==> src/bpms_pkg.sv <==
package bpms_pkg;
   // Core timing base
   localparam int CLK_HZ         = 10_000_000;
   localparam int CYC_PER_US     = CLK_HZ / 1_000_000;
   localparam int QUIET_US       = 10_000;
   localparam int WAKE_LOW_US    = 1_000;
   localparam int GAP_STEP_US    = 250;
   localparam int PERIOD_STEP_US = 10_000;
   localparam int SETTLE_US      = 50;
   // Scaled per microsecond except SETTLE_CYC; microseconds times hertz would overflow a 32-bit int for the longer times
   localparam int QUIET_CYC      = QUIET_US * CYC_PER_US;
   localparam int WAKE_LOW_CYC   = WAKE_LOW_US * CYC_PER_US;
   localparam int GAP_STEP_CYC   = GAP_STEP_US * CYC_PER_US;
   localparam int PERIOD_CYC     = PERIOD_STEP_US * CYC_PER_US;
   localparam int SETTLE_CYC     = (SETTLE_US * CLK_HZ + 999_999) / 1_000_000;
   localparam int WAIT_W         = 28;
   localparam int ACT_W          = 17;

   // Register map
   localparam logic [7:0] ADDR_CTRL      = 8'h00;
   localparam logic [7:0] ADDR_REPEAT    = 8'h01;
   localparam logic [7:0] ADDR_GAP       = 8'h02;
   localparam logic [7:0] ADDR_PERIOD_LO = 8'h03;
   localparam logic [7:0] ADDR_PERIOD_HI = 8'h04;
   localparam logic [7:0] ADDR_STATUS    = 8'h05;
   localparam int CTRL_RUN_BIT = 7;
   localparam int GAP_RND_BIT  = 5;
   localparam int STAT_BUS_BIT = 7;

   // Reset values
   localparam logic [2:0] RST_MASK   = 3'h7;
   localparam logic [7:0] RST_REPEAT = 8'hFF;
   localparam logic       RST_RND    = 1'b1;
   localparam logic [4:0] RST_GAP    = 5'h1F;
   localparam logic [9:0] RST_PERIOD = 10'h063;
   localparam logic [7:0] REPEAT_FOREVER = 8'hFF;
   localparam logic [7:0] LFSR_SEED  = 8'hA5;

   typedef enum logic [2:0] {
      ST_OFF, ST_DEEP, ST_IDLE, ST_LIGHT, ST_STANDBY, ST_TX
   } bpms_state_t;

   typedef struct packed {
      logic       run;
      logic [2:0] mask;
      logic [7:0] repeat_cnt;
      logic       rnd_en;
      logic [4:0] gap;
      logic [9:0] period;
   } bpms_cfg_t;

   typedef struct packed {
      logic xo;
      logic synth;
      logic pa;
      logic lprc;
   } bpms_pwr_t;

   localparam bpms_cfg_t CFG_RST = '{1'b0, RST_MASK, RST_REPEAT, RST_RND, RST_GAP, RST_PERIOD};
endpackage

==> src/bpms_sequencer.sv <==
`timescale 1ns/1ps
// Notes on behaviour
// RULE1 - Track off, deep, idle, light, standby, transmit states
// RULE2 - Standby: crystal, synth on; transmit adds amplifier
// RULE3 - Light keeps crystal; deep, idle crystal off
// RULE4 - Run bit set stops bus, starts transmit
// RULE5 - Ten millisecond quiet in light enters deep
// RULE6 - Any pin toggle restarts the quiet timer
// RULE7 - Clock low one millisecond wakes deep sleep
// RULE8 - Controller holds clock low before transfers
// RULE9 - Controller configures only over serial port
// RULE10 - Send until repeats exhausted, then light sleep
// RULE11 - Event spacing is period plus random delay
// RULE12 - Five-bit resend gap, 250us to 8ms
// RULE13 - Repeat count zero none, else that many
// RULE14 - Count 255 resends until run cleared
// RULE15 - Run cleared mid-event finishes that event
// RULE16 - Hardware clears run bit when done
// RULE17 - Period is 10ms times code plus one
// RULE18 - Channel mask selects channels in each event
// RULE19 - Bus accepted again once light sleep returns
module bpms_sequencer
   import bpms_pkg::*;
#(
   parameter int QUIET_CYCLES  = QUIET_CYC,
   parameter int WAKE_CYCLES   = WAKE_LOW_CYC,
   parameter int PERIOD_CYCLES = PERIOD_CYC
) (
   input  wire logic       CORE_CLK,
   input  wire logic       RST,
   input  wire logic [7:0] REG_ADDR,
   input  wire logic [7:0] REG_WDATA,
   input  wire logic       REG_WR,
   input  wire logic       REG_RD,
   output logic      [7:0] REG_RDATA,
   input  wire logic       SCL_IN,
   input  wire logic       SDA_IN,
   input  wire logic       FRAME_DONE,
   output bpms_pwr_t       POWER,
   output logic            BUS_ACCEPT,
   output logic            FRAME_START,
   output logic      [1:0] FRAME_CHANNEL,
   output logic      [2:0] MODE
);

   bpms_state_t             state_reg;
   bpms_cfg_t               cfg_reg;
   logic                    scl_s1, scl_s2, scl_s3;
   logic                    sda_s1, sda_s2, sda_s3;
   logic                    pin_change;
   logic [ACT_W-1:0]        act_cnt_reg;
   logic [WAIT_W-1:0]       wait_reg;
   logic [7:0]              left_reg;
   logic [2:0]              pend_reg;
   logic [1:0]              chan_reg;
   logic [7:0]              lfsr_reg;
   logic                    bus_ok;
   logic                    more_ch;
   logic                    event_end;
   logic                    stop_now;
   logic [WAIT_W-1:0]       gap_cyc;
   logic [WAIT_W-1:0]       space_cyc;

   function automatic logic [WAIT_W-1:0] steps(input logic [WAIT_W-1:0] unit,
                                              input logic [9:0]        code);
      return WAIT_W'(unit * (WAIT_W'(code) + 1'b1));
   endfunction

   function automatic logic [2:0] ch_bit(input logic [1:0] ch);
      return 3'h1 << ch;
   endfunction

   function automatic logic [1:0] first_ch(input logic [2:0] m);
      return m[0] ? 2'h0 : (m[1] ? 2'h1 : 2'h2);
   endfunction

   // Pin synchronisers; the third stage only feeds change detection
   always_ff @(posedge CORE_CLK or posedge RST) begin
      if (RST) begin
         {scl_s1, scl_s2, scl_s3} <= 3'h7;
         {sda_s1, sda_s2, sda_s3} <= 3'h7;
      end else begin
         {scl_s1, scl_s2, scl_s3} <= {SCL_IN, scl_s1, scl_s2};
         {sda_s1, sda_s2, sda_s3} <= {SDA_IN, sda_s1, sda_s2};
      end
   end

   assign pin_change = (scl_s2 != scl_s3) || (sda_s2 != sda_s3);
   assign bus_ok     = (state_reg == ST_LIGHT) && !cfg_reg.run; // RULE4 RULE19
   assign gap_cyc    = steps(WAIT_W'(GAP_STEP_CYC), {5'h00, cfg_reg.gap}); // RULE12
   // Random part reuses the resend step grid, 250us up to 8ms
   assign space_cyc  = steps(WAIT_W'(PERIOD_CYCLES), cfg_reg.period) // RULE17
                     + (cfg_reg.rnd_en ?
                        steps(WAIT_W'(GAP_STEP_CYC), {5'h00, lfsr_reg[4:0]}) :
                        WAIT_W'(0)); // RULE11
   assign more_ch    = (pend_reg & ~ch_bit(chan_reg)) != 3'h0;
   assign event_end  = ((state_reg == ST_STANDBY) && (wait_reg == '0) && (pend_reg == 3'h0))
                     || ((state_reg == ST_TX) && FRAME_DONE && !more_ch);
   // Run cleared by software is honoured only here, at the event boundary
   assign stop_now   = event_end && (!cfg_reg.run // RULE15
                     || ((cfg_reg.repeat_cnt != REPEAT_FOREVER) && (left_reg == 8'h00))); // RULE13

   always_ff @(posedge CORE_CLK or posedge RST) begin
      if (RST) begin
         lfsr_reg <= LFSR_SEED;
      end else begin
         lfsr_reg <= {lfsr_reg[6:0], lfsr_reg[7] ^ lfsr_reg[5] ^ lfsr_reg[4] ^ lfsr_reg[3]};
      end
   end

   // Configuration; while busy only a clear of the run bit is taken
   always_ff @(posedge CORE_CLK or posedge RST) begin
      if (RST) begin
         cfg_reg <= CFG_RST;
      end else begin
         if (stop_now) begin
            cfg_reg.run <= 1'b0; // RULE16
         end
         if (REG_WR && bus_ok) begin
            case (REG_ADDR)
               ADDR_CTRL: begin
                  cfg_reg.run  <= REG_WDATA[CTRL_RUN_BIT];
                  cfg_reg.mask <= REG_WDATA[2:0]; // RULE18
               end
               ADDR_REPEAT:    cfg_reg.repeat_cnt  <= REG_WDATA;
               ADDR_GAP: begin
                  cfg_reg.rnd_en <= REG_WDATA[GAP_RND_BIT];
                  cfg_reg.gap    <= REG_WDATA[4:0];
               end
               ADDR_PERIOD_LO: cfg_reg.period[7:0] <= REG_WDATA;
               ADDR_PERIOD_HI: cfg_reg.period[9:8] <= REG_WDATA[1:0];
               default: begin
               end
            endcase
         end else if (REG_WR && (REG_ADDR == ADDR_CTRL) && !REG_WDATA[CTRL_RUN_BIT]) begin
            cfg_reg.run <= 1'b0; // RULE15
         end
      end
   end

   always_ff @(posedge CORE_CLK or posedge RST) begin
      if (RST) begin
         REG_RDATA <= 8'h00;
      end else if (REG_RD) begin
         case (REG_ADDR)
            ADDR_CTRL:      REG_RDATA <= {cfg_reg.run, 4'h0, cfg_reg.mask};
            ADDR_REPEAT:    REG_RDATA <= cfg_reg.repeat_cnt;
            ADDR_GAP:       REG_RDATA <= {2'h0, cfg_reg.rnd_en, cfg_reg.gap};
            ADDR_PERIOD_LO: REG_RDATA <= cfg_reg.period[7:0];
            ADDR_PERIOD_HI: REG_RDATA <= {6'h00, cfg_reg.period[9:8]};
            ADDR_STATUS:    REG_RDATA <= {bus_ok, 4'h0, state_reg};
            default:        REG_RDATA <= 8'h00;
         endcase
      end else begin
         REG_RDATA <= 8'h00;
      end
   end

   // Shared pin activity timer: quiet time in light, low time in deep
   always_ff @(posedge CORE_CLK or posedge RST) begin
      if (RST) begin
         act_cnt_reg <= '0;
      end else if (state_reg == ST_LIGHT) begin
         if (pin_change || !bus_ok) begin
            act_cnt_reg <= '0; // RULE6
         end else begin
            act_cnt_reg <= act_cnt_reg + 1'b1;
         end
      end else if (state_reg == ST_DEEP) begin
         if (scl_s2) begin
            act_cnt_reg <= '0; // RULE7
         end else begin
            act_cnt_reg <= act_cnt_reg + 1'b1;
         end
      end else begin
         act_cnt_reg <= '0;
      end
   end

   // Mode sequencer
   always_ff @(posedge CORE_CLK or posedge RST) begin
      if (RST) begin
         state_reg <= ST_OFF;
         wait_reg  <= '0;
         left_reg  <= 8'h00;
         pend_reg  <= 3'h0;
         chan_reg  <= 2'h0;
      end else begin
         if (wait_reg != '0) begin
            wait_reg <= wait_reg - 1'b1;
         end
         case (state_reg) // RULE1
            ST_OFF: begin
               state_reg <= ST_LIGHT;
            end
            ST_LIGHT: begin
               if (cfg_reg.run) begin
                  state_reg <= ST_STANDBY; // RULE4
                  wait_reg  <= WAIT_W'(SETTLE_CYC);
                  left_reg  <= cfg_reg.repeat_cnt; // RULE13
                  pend_reg  <= cfg_reg.mask; // RULE18
               end else if ((act_cnt_reg == ACT_W'(QUIET_CYCLES - 1)) && !pin_change) begin
                  state_reg <= ST_DEEP; // RULE5
               end
            end
            ST_DEEP: begin
               if ((act_cnt_reg == ACT_W'(WAKE_CYCLES - 1)) && !scl_s2) begin
                  state_reg <= ST_LIGHT; // RULE7
               end
            end
            ST_IDLE: begin
               if (wait_reg == '0) begin
                  state_reg <= ST_STANDBY;
                  wait_reg  <= WAIT_W'(SETTLE_CYC);
               end
            end
            ST_STANDBY: begin
               if ((wait_reg == '0) && (pend_reg != 3'h0)) begin
                  state_reg <= ST_TX;
                  chan_reg  <= first_ch(pend_reg);
               end
            end
            ST_TX: begin
               if (FRAME_DONE && more_ch) begin
                  state_reg <= ST_STANDBY;
                  pend_reg  <= pend_reg & ~ch_bit(chan_reg);
                  wait_reg  <= gap_cyc; // RULE12
               end
            end
            default: begin
               state_reg <= ST_OFF;
            end
         endcase
         if (event_end) begin
            if (stop_now) begin
               state_reg <= ST_LIGHT; // RULE10
            end else begin
               state_reg <= ST_IDLE;
               wait_reg  <= space_cyc; // RULE11
               pend_reg  <= cfg_reg.mask;
               if (cfg_reg.repeat_cnt != REPEAT_FOREVER) begin
                  left_reg <= left_reg - 1'b1; // RULE14
               end
            end
         end
      end
   end

   // Registered outputs trail the state by one cycle
   always_ff @(posedge CORE_CLK or posedge RST) begin
      if (RST) begin
         POWER         <= '0;
         MODE          <= ST_OFF;
         BUS_ACCEPT    <= 1'b0;
         FRAME_START   <= 1'b0;
         FRAME_CHANNEL <= 2'h0;
      end else begin
         MODE          <= state_reg;
         BUS_ACCEPT    <= bus_ok;
         FRAME_START   <= (state_reg == ST_STANDBY) && (wait_reg == '0) && (pend_reg != 3'h0);
         FRAME_CHANNEL <= first_ch(pend_reg);
         POWER.xo      <= (state_reg == ST_LIGHT) || (state_reg == ST_STANDBY)
                          || (state_reg == ST_TX); // RULE3
         POWER.synth   <= (state_reg == ST_STANDBY) || (state_reg == ST_TX); // RULE2
         POWER.pa      <= (state_reg == ST_TX); // RULE2
         POWER.lprc    <= (state_reg == ST_IDLE); // RULE3
      end
   end
endmodule

==> config.mk <==
export PLATFORM = sky130hd
export DESIGN_NAME = bpms_sequencer
export DESIGN_NICKNAME = d
export VERILOG_FILES = /design/src/bpms_pkg.sv /design/src/bpms_sequencer.sv
export SDC_FILE = /design/constraint.sdc
export NUM_CORES = 1
export LEC_CHECK = 0
export BUFFER_PORTS_ARGS = -buffer_cell sky130_fd_sc_hd__buf_4
export CAP_MARGIN = 20
export CORE_MARGIN = 2
export CORE_UTILIZATION = 45
export DETAILED_ROUTE_END_ITERATION = 10
export GPL_ROUTABILITY_DRIVEN = 0
export GPL_TIMING_DRIVEN = 0
export PLACE_DENSITY_LB_ADDON = 0.08
export SYNTH_ARGS = -nofsm -noshare
export SYNTH_HDL_FRONTEND = slang
export SYNTH_SLANG_ARGS = --single-unit
==> constraint.sdc <==
create_clock -name CORE_CLK -period 5.7 [get_ports CORE_CLK]
set_clock_uncertainty 0.1 [all_clocks]
set_input_delay 0.57 -clock CORE_CLK [delete_from_list [all_inputs] [get_ports CORE_CLK]]
set_output_delay 0.57 -clock CORE_CLK [all_outputs]
set_load 0.01 [all_outputs]
* After elaboration in Yosys (flattened, before gate mapping)
Cells that the tools add are included.
W data, S select, Z words.
** Word-level totals
- Register bits :: 122
- Input port bits :: 23
** Operators by class
- Add/sub/neg operators :: 7
- Multipliers :: 3
- Eq/ne operators :: 20
- Shifts and indexed selects :: 1
- Multiplexer cells :: 39
- Bitwise gates (word level) :: 5
- Reduce and logical (&&, ||, !) cells :: 43
** Operator list (number)
- $mux W28 :: 6
- $pmux W28 S3 :: 1
- $mux W17 :: 4
- $mux W8 :: 6
- $pmux W8 S6 :: 1
- $mux W3 :: 11
- $mul A10 B6 Y16 const A :: 2
- $add A28 B18 Y28 :: 1
- $logic_not A28 Y1 :: 1
- $reduce_bool A28 Y1 :: 1
- $sub A28 B1 Y28 const B :: 1
- $mul A12 B11 Y23 const A :: 1
- $mux W18 :: 1
- $pmux W3 S6 :: 1
- $add A17 B1 Y17 const B :: 1
- $eq A17 B14 Y1 const B :: 1
- $eq A17 B17 Y1 const B :: 1
- $eq A8 B2 Y1 const B :: 2
- $eq A8 B3 Y1 const B :: 2
- $logic_not A8 Y1 :: 2
- $logic_and A1 B1 Y1 :: 15
- $add A5 B1 Y6 const B :: 2
- $reduce_and A2 Y1 :: 6
- $add A10 B1 Y11 const B :: 1
- other kinds (23) :: 47

* Depth between registers and ports, before layout
Gate-level depths: netlist (run 1).
- Depth in word-level cells :: 11
- Mapped depth :: 31

* Least setup slack after synthesis (run 1)
OpenSTA, ideal clock, no wires.
- Path kind :: reg-to-reg
- From :: register cfg_reg[0] (netlist name)
- To :: register wait_reg[27]
- Library setup time :: 0.128 ns
- Arrival :: 5.899 ns
- Data required time :: 5.472 ns
- Setup slack :: -0.427 ns
- Cell stages (with the launch flop) :: 31
- Buffers on the path :: 0
- Period minus slack after synthesis :: 6.127 ns
- Cells stage by stage :: dfstp_2 and3_1 and2_1 nand2_1 xor2_1 inv_1 ha_1 inv_1 fa_1 inv_1 ha_1 inv_1 fa_1 inv_1 ha_1 ha_1 a21oi_2 nand2_1 o21ai_0 nand2_1 a21oi_1 xnor2_1 ha_1 or3_1 a2111oi_0 nor3_1 a21o_1 o2111a_1 nor3b_2 xnor2_1 o22ai_1
** On the way
- Cells in the longest elaborated chain, start to end :: 5
** RTL lines
- from (decl) :: line bpms_sequencer.sv:47 : bpms_cfg_t cfg_reg;
- $add A10 B1 Y11 :: line bpms_sequencer.sv:66 : return WAIT_W'(unit * (WAIT_W'(code) + 1'b1));
- $mul A12 B11 Y23 :: line bpms_sequencer.sv:66
- $add A28 B18 Y28 :: line bpms_sequencer.sv:93 : + (cfg_reg.rnd_en ?
- $mux W28 :: line bpms_sequencer.sv:235 : if (stop_now) begin
- $mux W28 :: line bpms_sequencer.sv:234 : if (event_end) begin
- to (signal assigned) :: line bpms_sequencer.sv:214 : wait_reg <= WAIT_W'(SETTLE_CYC);
- to (signal assigned) :: line bpms_sequencer.sv:227 : wait_reg <= gap_cyc;
- to (signal assigned) :: line bpms_sequencer.sv:239 : wait_reg <= space_cyc;
- to (decl) :: line bpms_sequencer.sv:52 : logic [WAIT_W-1:0] wait_reg;
No other way between the ends.
A chain may end at the register's enable or synchronous reset.

* Final worst setup path (run 1)
- From :: register cfg_reg[1] (netlist name)
- To :: register wait_reg[25]
Same word-level chain as after synthesis.

==> impl_metrics.yaml, run 1 <==
synth:
  synth-simple-area-share_pct: 16.5
  syn-cell-area_um2: 10800
  synth_xor_area_share_pct: 8.90
  yosysWarnings: 0
  syn_nets: 1342
  synthMuxAreaShare_pct: 4.38
  avgSynthCellArea_um2: 9.47
  synth_cell_type_count: 90
  async_flop_share_pct: 100
  synthAdderAreaFrac_pct: 22.8
  synth_ff_type: "dfrtp_1"
  synth_seq_cells: 122
  syn_inst: 1143
  seq_area_frac_synth_pct: 28.6
  synth_compound_area_share_pct: 13.5
  synth_top_family_by_area: "adder cells"
  synth_edf_count: 0
drt:
  viasPerCell: 5.39
  drc: 0
  vias: 8531
  wl_per_cell_um: 16.9
  drt_iter0_drc: 399
  drtPass1Iterations: 5
  ant_nets: 0
  routed_wl_um: 26700
clocking:
  path_clk_slew_ps: 60
  cts_tree: "built"
  h-tree-depth: 4
  cts_made_buffers: 17
  clk_latency_ps: 430
  clk_path_buf_depth: 2
  hold_buffers: 0
  cts-root-buf: "clkbuf_16"
  cts_num_sinks: 122
sta:
  worst_pin_slew_ps: 843
  slew_headroom_pct: 43.6
  min_period_over_period_pct: 105
  slew_viol_final: 0
  setup_violations: 12
  fmax_mhz: 167
  setup_tns_ps: -1880
  hold_viol: 0
  period_needed_ps: 5970
  rsz0062_at_grt: "true"
  setup_ws_ps: -272
worst_setup_path:
  arrival_ps: 6180
  rrSetupSlack_ps: -270
  start_kind: "flip-flop"
  regToRegStartpoint: "cfg_reg[1]"
  crit_required_ps: 5900
  worstSetupPathType: "flip-flop to flip-flop"
  cp_max_fo: 5
  end_kind: "flip-flop"
  worst-r2r-cell-count: 23
  r2r-end: "wait_reg[25]"
floorplanning:
  core-area_um2: 23500
  dieHeight_um: 159
  num_rows: 56
  ioPinCount: 42
  start_util_pct: 46.0
  dieArea_um2: 25300
  die_w_um: 159
place:
  dp_cells: 1503
  io_buffers: 40
  dp_hpwl_um: 20200
worst_hold_path:
  hold_path_class: "primary input to async pin"
power_and_ir_drop:
  ir_drop_mv: 0.200
  power.leakage_nw: 6.11
  total_power_mw: 2.07
  p_per_area_nw_per_um2: 154
global_route:
  grt_max_degree: 69
  overflow: 0
  antenna_found_initial: 0
  grt_pass1_vias: 8584
  track_usage_pct: 21.8
  grt_pass1_wl_um: 44600
finish:
  fin_nets: 1451
  drive_gt1_share_pct: 26.9
  synthToLayoutAreaGrowth_pct: 24.1
  antenna_cells: 0
  layout_common_cells: "ha_1 (121), inv_1 (113), nor2_1 (96), dfrtp_1 (89), buf_4 (89)"
  final_common_cell: "ha_1"
  fin_cells: 1584
run_status:
  violations: "setup timing"
  run_status: "finished, violations left"
job:
  cap_violations: 0
[Yosys cell counts (5+ instances only)]
master	instances	share of area, %
ha_1	141	16
inv_1	122	4.2
nor2_1	103	3.6
dfrtp_1	91	21
xnor2_1	64	5.2
a21oi_1	53	2.5
nand2_1	46	1.6
xor2_1	46	3.7
nand3_1	37	1.7
fa_1	35	6.5
nor3_1	34	1.6
dfstp_2	31	7.5
mux2_2	31	3.2
o21ai_0	26	1.2
o21a_1	19	1.3
clkbuf_1	15	0.52
nand2b_1	14	0.81
or3_1	12	0.69
and3_1	11	0.64
o21bai_1	11	0.76
o22ai_1	11	0.64
nand4_1	10	0.58
nor2b_1	9	0.52
a21o_1	8	0.56
a22oi_1	8	0.56
mux2i_1	8	0.74
and2_1	7	0.40
a311oi_1	6	0.49
and4_1	6	0.49
nand3b_1	6	0.42
o31ai_1	6	0.42
a21boi_0	5	0.35
a31oi_1	5	0.29
nor3b_1	5	0.35
nor4_1	5	0.29
[worst max path at each step]
stage                              end  slack, ps        start  depth (start not counted)
after detailed placement  wait_reg[27]       -810  lfsr_reg[0]                         27
final                     wait_reg[25]       -270   cfg_reg[1]                         23
after CTS                 wait_reg[27]       -300   cfg_reg[0]                         28
after floorplan           wait_reg[27]        -20   cfg_reg[0]                         23
after global routing      wait_reg[25]       -530  lfsr_reg[1]                         26
after global placement    wait_reg[27]       -760   cfg_reg[0]                         23
[cell families after synthesis]
family | after synthesis
multiplexers | 41
flip-flops | 122
adder cells (fa/ha/maj) | 176
AND/OR/NAND/NOR | 336
buffers and inverters | 148
XOR/XNOR | 110
AO/OA/AOI/OAI | 210
[through the flow]
stage                     util (%)  hold WS (ps)  setup slack [ps]  instance area, µm²
after floorplan                  -           233             -18.7               11000
after global placement        49.6           234              -755               11700
after detailed placement      49.7           237              -808               11700
after CTS                     55.8           105              -297               13100
after global routing          57.0           140              -526               13400
final                         57.0          93.8              -272               13400
[final cells by class]
cell class	count	area, µm²
fill	2094	10100
multi-input combinational	873	8020
tap	319	399
clock inverter	15	200
inverter	124	470
sequential	122	3090
clock buffer	17	425
timing repair buffer	90	696
buffer	24	128
[power by group]
part / internal, mW / switching (mW) / leakage [nW]
Sequential: 0.872 / 0.00187 / 1.43
Clock: 0.730 / 0.410 / 0.295
Combinational: 0.0206 / 0.0362 / 4.38
Total: 1.62 / 0.448 / 6.11
[critical path: stages, from the launching register on]
cell	delay, ps
dfstp_2	590
ha_4	170
and3_4	230
nand3_4	100
xnor2_4	180
ha_4	170
xor2_1	160
ha_2	200
a21o_1	170
fa_1	500
inv_1	60
fa_1	470
fa_1	510
inv_1	70
ha_4	290
and4_2	270
o21ai_4	120
a311oi_2	290
xnor2_1	210
o211ai_1	140
buf_4	200
nor3_2	220
xor2_1	300
o22ai_1	120
[layer usage]
metal,up-vias,global-route usage (%),share of wire (%)
li1,4220,-,-
met4,0,6.12,1.5
met1,4127,29.8,47
met5,-,0,0
met2,151,36.6,48
met3,33,2.40,2.8
[timing repair]
action                                  in CTS  in global routing
pin swaps                                   54                 31
endpoints found under the setup margin      13                 13
gates resized for setup                     86                 37
setup buffers                               37                 12
Note: power is estimated with default switching activity, not from simulation.
==> inputs of run 2 (changes only) <==
Settings changed: CAP_MARGIN 20 to not set, CELL_PAD_IN_SITES_DETAIL_PLACEMENT set to 1, CELL_PAD_IN_SITES_GLOBAL_PLACEMENT set to 1.
Clock period 5.7 ns to 5 ns, I/O delays scaled along.
==> run 2 against run 1 <==
  * The flow still finishes with violations (setup timing)
  * Via count rose by 2.3%
  * Core utilization up 0.12 points
  * Critical path depth is 3 higher
  * Critical path type unchanged
==> impl_metrics.yaml, run 2 (synthesized netlist as in run 1, its figures left out) <==
worst_setup_path:
  r2r-end: "wait_reg[26]"
  worstSetupPathType: "flip-flop to flip-flop"
  arrival_ps: 6190
  worst-r2r-cell-count: 26
  crit_required_ps: 5210
  cp_max_fo: 5
  cpMostUsedCell: "ha_4"
  slowest_delay_ps: 610
  start_kind: "flip-flop"
  slowest_stage: "fa_1"
  regToRegStartpoint: "cfg_reg[2]"
  end_kind: "flip-flop"
  rrSetupSlack_ps: -990
drt:
  vias: 8725
  routed_wl_um: 30600
  ant_nets: 0
  viasPerCell: 5.51
  drt_iter0_drc: 273
  drc: 0
  drtPass1Iterations: 4
  wl_per_cell_um: 19.3
sta:
  period_needed_ps: 5990
  slew_headroom_pct: 47.6
  setup_ws_ps: -985
  slew_viol_final: 0
  fmax_mhz: 167
  rsz0062_at_grt: "true"
  worst_pin_slew_ps: 779
  min_period_over_period_pct: 120
  setup_violations: 14
  hold_viol: 0
clocking:
  path_clk_slew_ps: 70
  h-tree-depth: 4
  cts_num_sinks: 122
  cts-root-buf: "clkbuf_16"
  clk_path_buf_depth: 2
  cts_made_buffers: 17
  cts_tree: "built"
  clk_latency_ps: 420
place:
  dp_cells: 1503
  io_buffers: 40
  dp_hpwl_um: 22400
  place_ws_ps: -1480
run_status:
  run_status: "finished, violations left"
  violations: "setup timing"
power_and_ir_drop:
  pwr-share-seq_pct: 44.0
  comb_power_share_pct: 2.9
  p_per_area_nw_per_um2: 168
  switching_share_pct: 23.4
  clkPwrFrac_pct: 53.1
  power.leakage_nw: 6.11
  p_int_mw: 1.73
  power_switching_uw: 529
  ir_drop_mv: 0.218
finish:
  final_common_cell: "ha_1"
  fin_nets: 1451
  layout_common_cells: "ha_1 (119), inv_1 (113), nor2_1 (96), dfrtp_1 (89), buf_4 (89)"
  fin_cells: 1584
  drive_gt1_share_pct: 28.2
  antenna_cells: 0
  synthToLayoutAreaGrowth_pct: 24.4
global_route:
  track_usage_pct: 24.5
  grt_pass1_wl_um: 49800
  antenna_found_initial: 0
  grt_pass1_vias: 9274
  grt_max_degree: 64
  overflow: 0
floorplanning:
  dieHeight_um: 159
  die_w_um: 159
  ioPinCount: 42
  start_util_pct: 46.0
  num_rows: 56
  dieArea_um2: 25300
  core-area_um2: 23500
worst_hold_path:
  hold_path_class: "primary input to async pin"
job:
  cap_violations: 0
-- run 2: worst max-delay path by stage --
stage | startpoint | to | slack (ps) | depth (start not counted)
after detailed placement | cfg_reg[0] | wait_reg[23] | -1480 | 25
after CTS | cfg_reg[0] | wait_reg[26] | -960 | 23
after floorplan | cfg_reg[0] | wait_reg[26] | -640 | 23
after global placement | cfg_reg[0] | wait_reg[27] | -1410 | 27
final | cfg_reg[2] | wait_reg[26] | -990 | 26
after global routing | cfg_reg[2] | wait_reg[27] | -1200 | 22
-- run 2: layout make-up --
class	count	area, µm²
buffer	24	126
tap	319	399
clock inverter	12	119
multi-input combinational	873	8090
fill	2608	10100
inverter	124	477
clock buffer	20	457
timing repair buffer	90	696
sequential	122	3090
-- run 2: worst max-delay path: cells and delay by family, from the launching register on --
family,cells,cell delay [ps]
compound gates,4,800
xor+xnor,3,560
fa+ha+maj,7,2390
buf+inv,3,180
flops,1,430
simple gates,9,1420
-- run 2: power by group through the flow --
stage / logic (mW) / registers [mW] / clock network [mW]
after floorplan: 0.0329 / 1.01 / 0
after global placement: 0.0601 / 1.01 / 0
after detailed placement: 0.0645 / 1.01 / 0
after CTS: 0.0663 / 0.996 / 1.22
after global routing: 0.0738 / 0.996 / 1.26
final: 0.0650 / 0.996 / 1.20
-- run 2: metrics by stage --
step | cell area [µm²] | power, mW | setup TNS [ps] | hold WS [ps] | utilization, %
6_report | 13500 | 2.26 | -11550 | 36.3 | 57.2
5_1_grt | 13500 | 2.33 | -14510 | 57.1 | 57.2
4_1_cts | 13100 | 2.28 | -10980 | 53.6 | 55.8
3_5_place_dp | 11800 | 1.08 | -17300 | 248 | 50.1
3_3_place_gp | 11800 | 1.07 | -41240 | 245 | 50.0
2_1_floorplan | 11100 | 1.04 | -6230 | 233 | -
-- run 2: timing repair --
item | CTS | global route
endpoints found under the setup margin | 15 | 17
setup buffers | 35 | 15
pin swaps | 34 | 30
hold buffers | 0 | 0
gates resized for setup | 79 | 49
-- run 2: metal layers --
layer  routed length, µm  part of all wire, %  up-vias  global-route usage (%)
li1                    -                    -     4224                       -
met1               14300                   47     4375                    33.8
met2               15300                   50      102                    41.5
met3                 780                  2.6       24                    3.52
met4                 289                 0.94        0                    4.34
met5                   0                    0        -                       0
==> inputs of run 3 (changes only) <==
Settings changed: CTS_BUF_LIST set to sky130_fd_sc_hd__clkbuf_16.
==> run 3 against run 2 <==
  * The run still ends with setup timing left
  * Combinational power barely moved
  * Final cell count did not move
  * Clock power barely moved
  * Via count rose by 0.45%
  * Routed wire length rose by 0.25%
  * Critical path depth did not move
  * Sequential share of layout area barely moved
  * Global-route usage barely moved
  * Total power fell by 1.3%
  * Final area fell by 0.15%
  * Core utilization fell by 0.085 points
  * Sequential cell count did not move
  * Critical endpoint unchanged
==> impl_metrics.yaml, run 3 (synthesized netlist as in run 1, its figures left out) <==
finish:
  fillCellCount: 2617
  regArea_um2: 3090
  final_common_cell: "ha_1"
  drive_gt1_share_pct: 28.1
  multi_input_area_um2: 8090
  antenna_cells: 0
  fin_nets: 1451
  fin_cells: 1584
  layout_common_cells: "ha_1 (119), inv_1 (114), nor2_1 (96), dfrtp_1 (89), buf_4 (89)"
  post-route-util_pct: 57.1
  synthToLayoutAreaGrowth_pct: 24.2
sta:
  fmax_mhz: 167
  hold_viol: 0
  rsz0062_at_grt: "true"
  setup_ws_ps: -991
  min_period_over_period_pct: 120
  slew_headroom_pct: 43.8
  period_needed_ps: 5990
  setup_violations: 14
  worst_pin_slew_ps: 836
  whs_ps: 33.2
  slew_viol_final: 0
clocking:
  clk_latency_ps: 430
  cts_num_sinks: 122
  clk_path_buf_depth: 2
  h-tree-depth: 4
  hold_buffers: 0
  cts_made_buffers: 17
  cts_tree: "built"
  cts-root-buf: "clkbuf_16"
  path_clk_slew_ps: 70
drt:
  vias: 8764
  drtPass1Iterations: 4
  ant_nets: 0
  wl_per_cell_um: 19.4
  routed_wl_um: 30700
  drt_iter0_drc: 339
  drc: 0
  viasPerCell: 5.53
global_route:
  grt_max_degree: 64
  antenna_found_initial: 0
  track_usage_pct: 24.5
  grt_pass1_wl_um: 49800
  grt_pass1_vias: 9278
  overflow: 0
power_and_ir_drop:
  ir_drop_mv: 0.220
  power.leakage_nw: 6.10
  p_per_area_nw_per_um2: 166
place:
  dp_cells: 1503
  place_ws_ps: -1480
  dp_hpwl_um: 22400
  io_buffers: 40
worst_setup_path:
  end_kind: "flip-flop"
  arrival_ps: 6200
  worstSetupPathType: "flip-flop to flip-flop"
  cp_max_fo: 5
  crit_required_ps: 5210
  start_kind: "flip-flop"
job:
  cap_violations: 0
floorplanning:
  core-area_um2: 23500
  start_util_pct: 46.0
  num_rows: 56
  die_w_um: 159
  ioPinCount: 42
  dieHeight_um: 159
  dieArea_um2: 25300
run_status:
  violations: "setup timing"
  run_status: "finished, violations left"
worst_hold_path:
  hold_path_class: "primary input to async pin"
## run 3: cell types whose count changed in the layout (fill, tap and decap cells not counted)
cell,delta
clkbuf_8,-2
clkinv_1,+2
clkbuf_1,-1
inv_1,+1
## run 3: what timing repair did
action                                  CTS  global route
setup buffers                            35            15
pin swaps                                35            30
gates resized for setup                  79            49
endpoints found under the setup margin   15            17
## run 3: final cells by class
type | instances | share of cell area, %
Multi-Input combinational cell | 873 | 60.2
Sequential cell | 122 | 23.0
Timing Repair Buffer | 90 | 5.18
Inverter | 124 | 3.55
Clock buffer | 17 | 3.17
Tap cell | 319 | 2.97
Clock inverter | 15 | 0.968
Buffer | 24 | 0.940
## run 3: path summary, 6_finish.rpt
kind,cells after the start,endpoint,start,slack [ps]
max in group asynchronous,3,cfg_reg[25],RST,4000
setup reg to reg,26,wait_reg[26],cfg_reg[2],-990
hold reg to reg,0,scl_s2,scl_s1,260
hold / removal,2,lfsr_reg[3],RST,30
setup / recovery,26,wait_reg[26],cfg_reg[2],-990
min in group CORE_CLK,1,sda_s1,SDA_IN,70
## run 3: critical path, stage by stage (launching register included)
cell and delay [ps]:
dfrtp_2 430, and3_1 210, and3_4 190, and2_4 160
nand2_4 80, xor2_4 180, inv_4 60, ha_4 250
ha_1 270, inv_1 50, fa_1 500, inv_1 70
fa_1 610, ha_4 220, ha_4 310, o2111ai_2 200
nand3_2 170, xor2_2 210, ha_2 240, or4_4 150
nor3_2 40, o21a_2 160, o31ai_4 330, nand2_4 130
nor4_4 280, xnor2_2 180, o22ai_2 110
## run 3: metrics by stage
stage | power, mW | cell area [µm²] | setup TNS, ps
after floorplan | 1.04 | 11100 | -6230
after global placement | 1.07 | 11800 | -41240
after detailed placement | 1.08 | 11800 | -17300
after CTS | 2.25 | 13100 | -10990
after global routing | 2.30 | 13400 | -14570
final | 2.23 | 13400 | -11620
## run 3: per-layer routing
layer,GRT usage [%],vias to the layer above,part of all wire [%]
met2,41.3,107,50
met5,0,-,0
met1,33.7,4396,47
met3,3.23,36,2.2
li1,-,4225,-
met4,5.70,0,1.5
## run 3: where the power goes
group	leakage (nW)	switching, mW	internal (mW)
clock network	0.254	0.488	0.682
logic	4.41	0.0415	0.0237
registers	1.43	0.00213	0.993
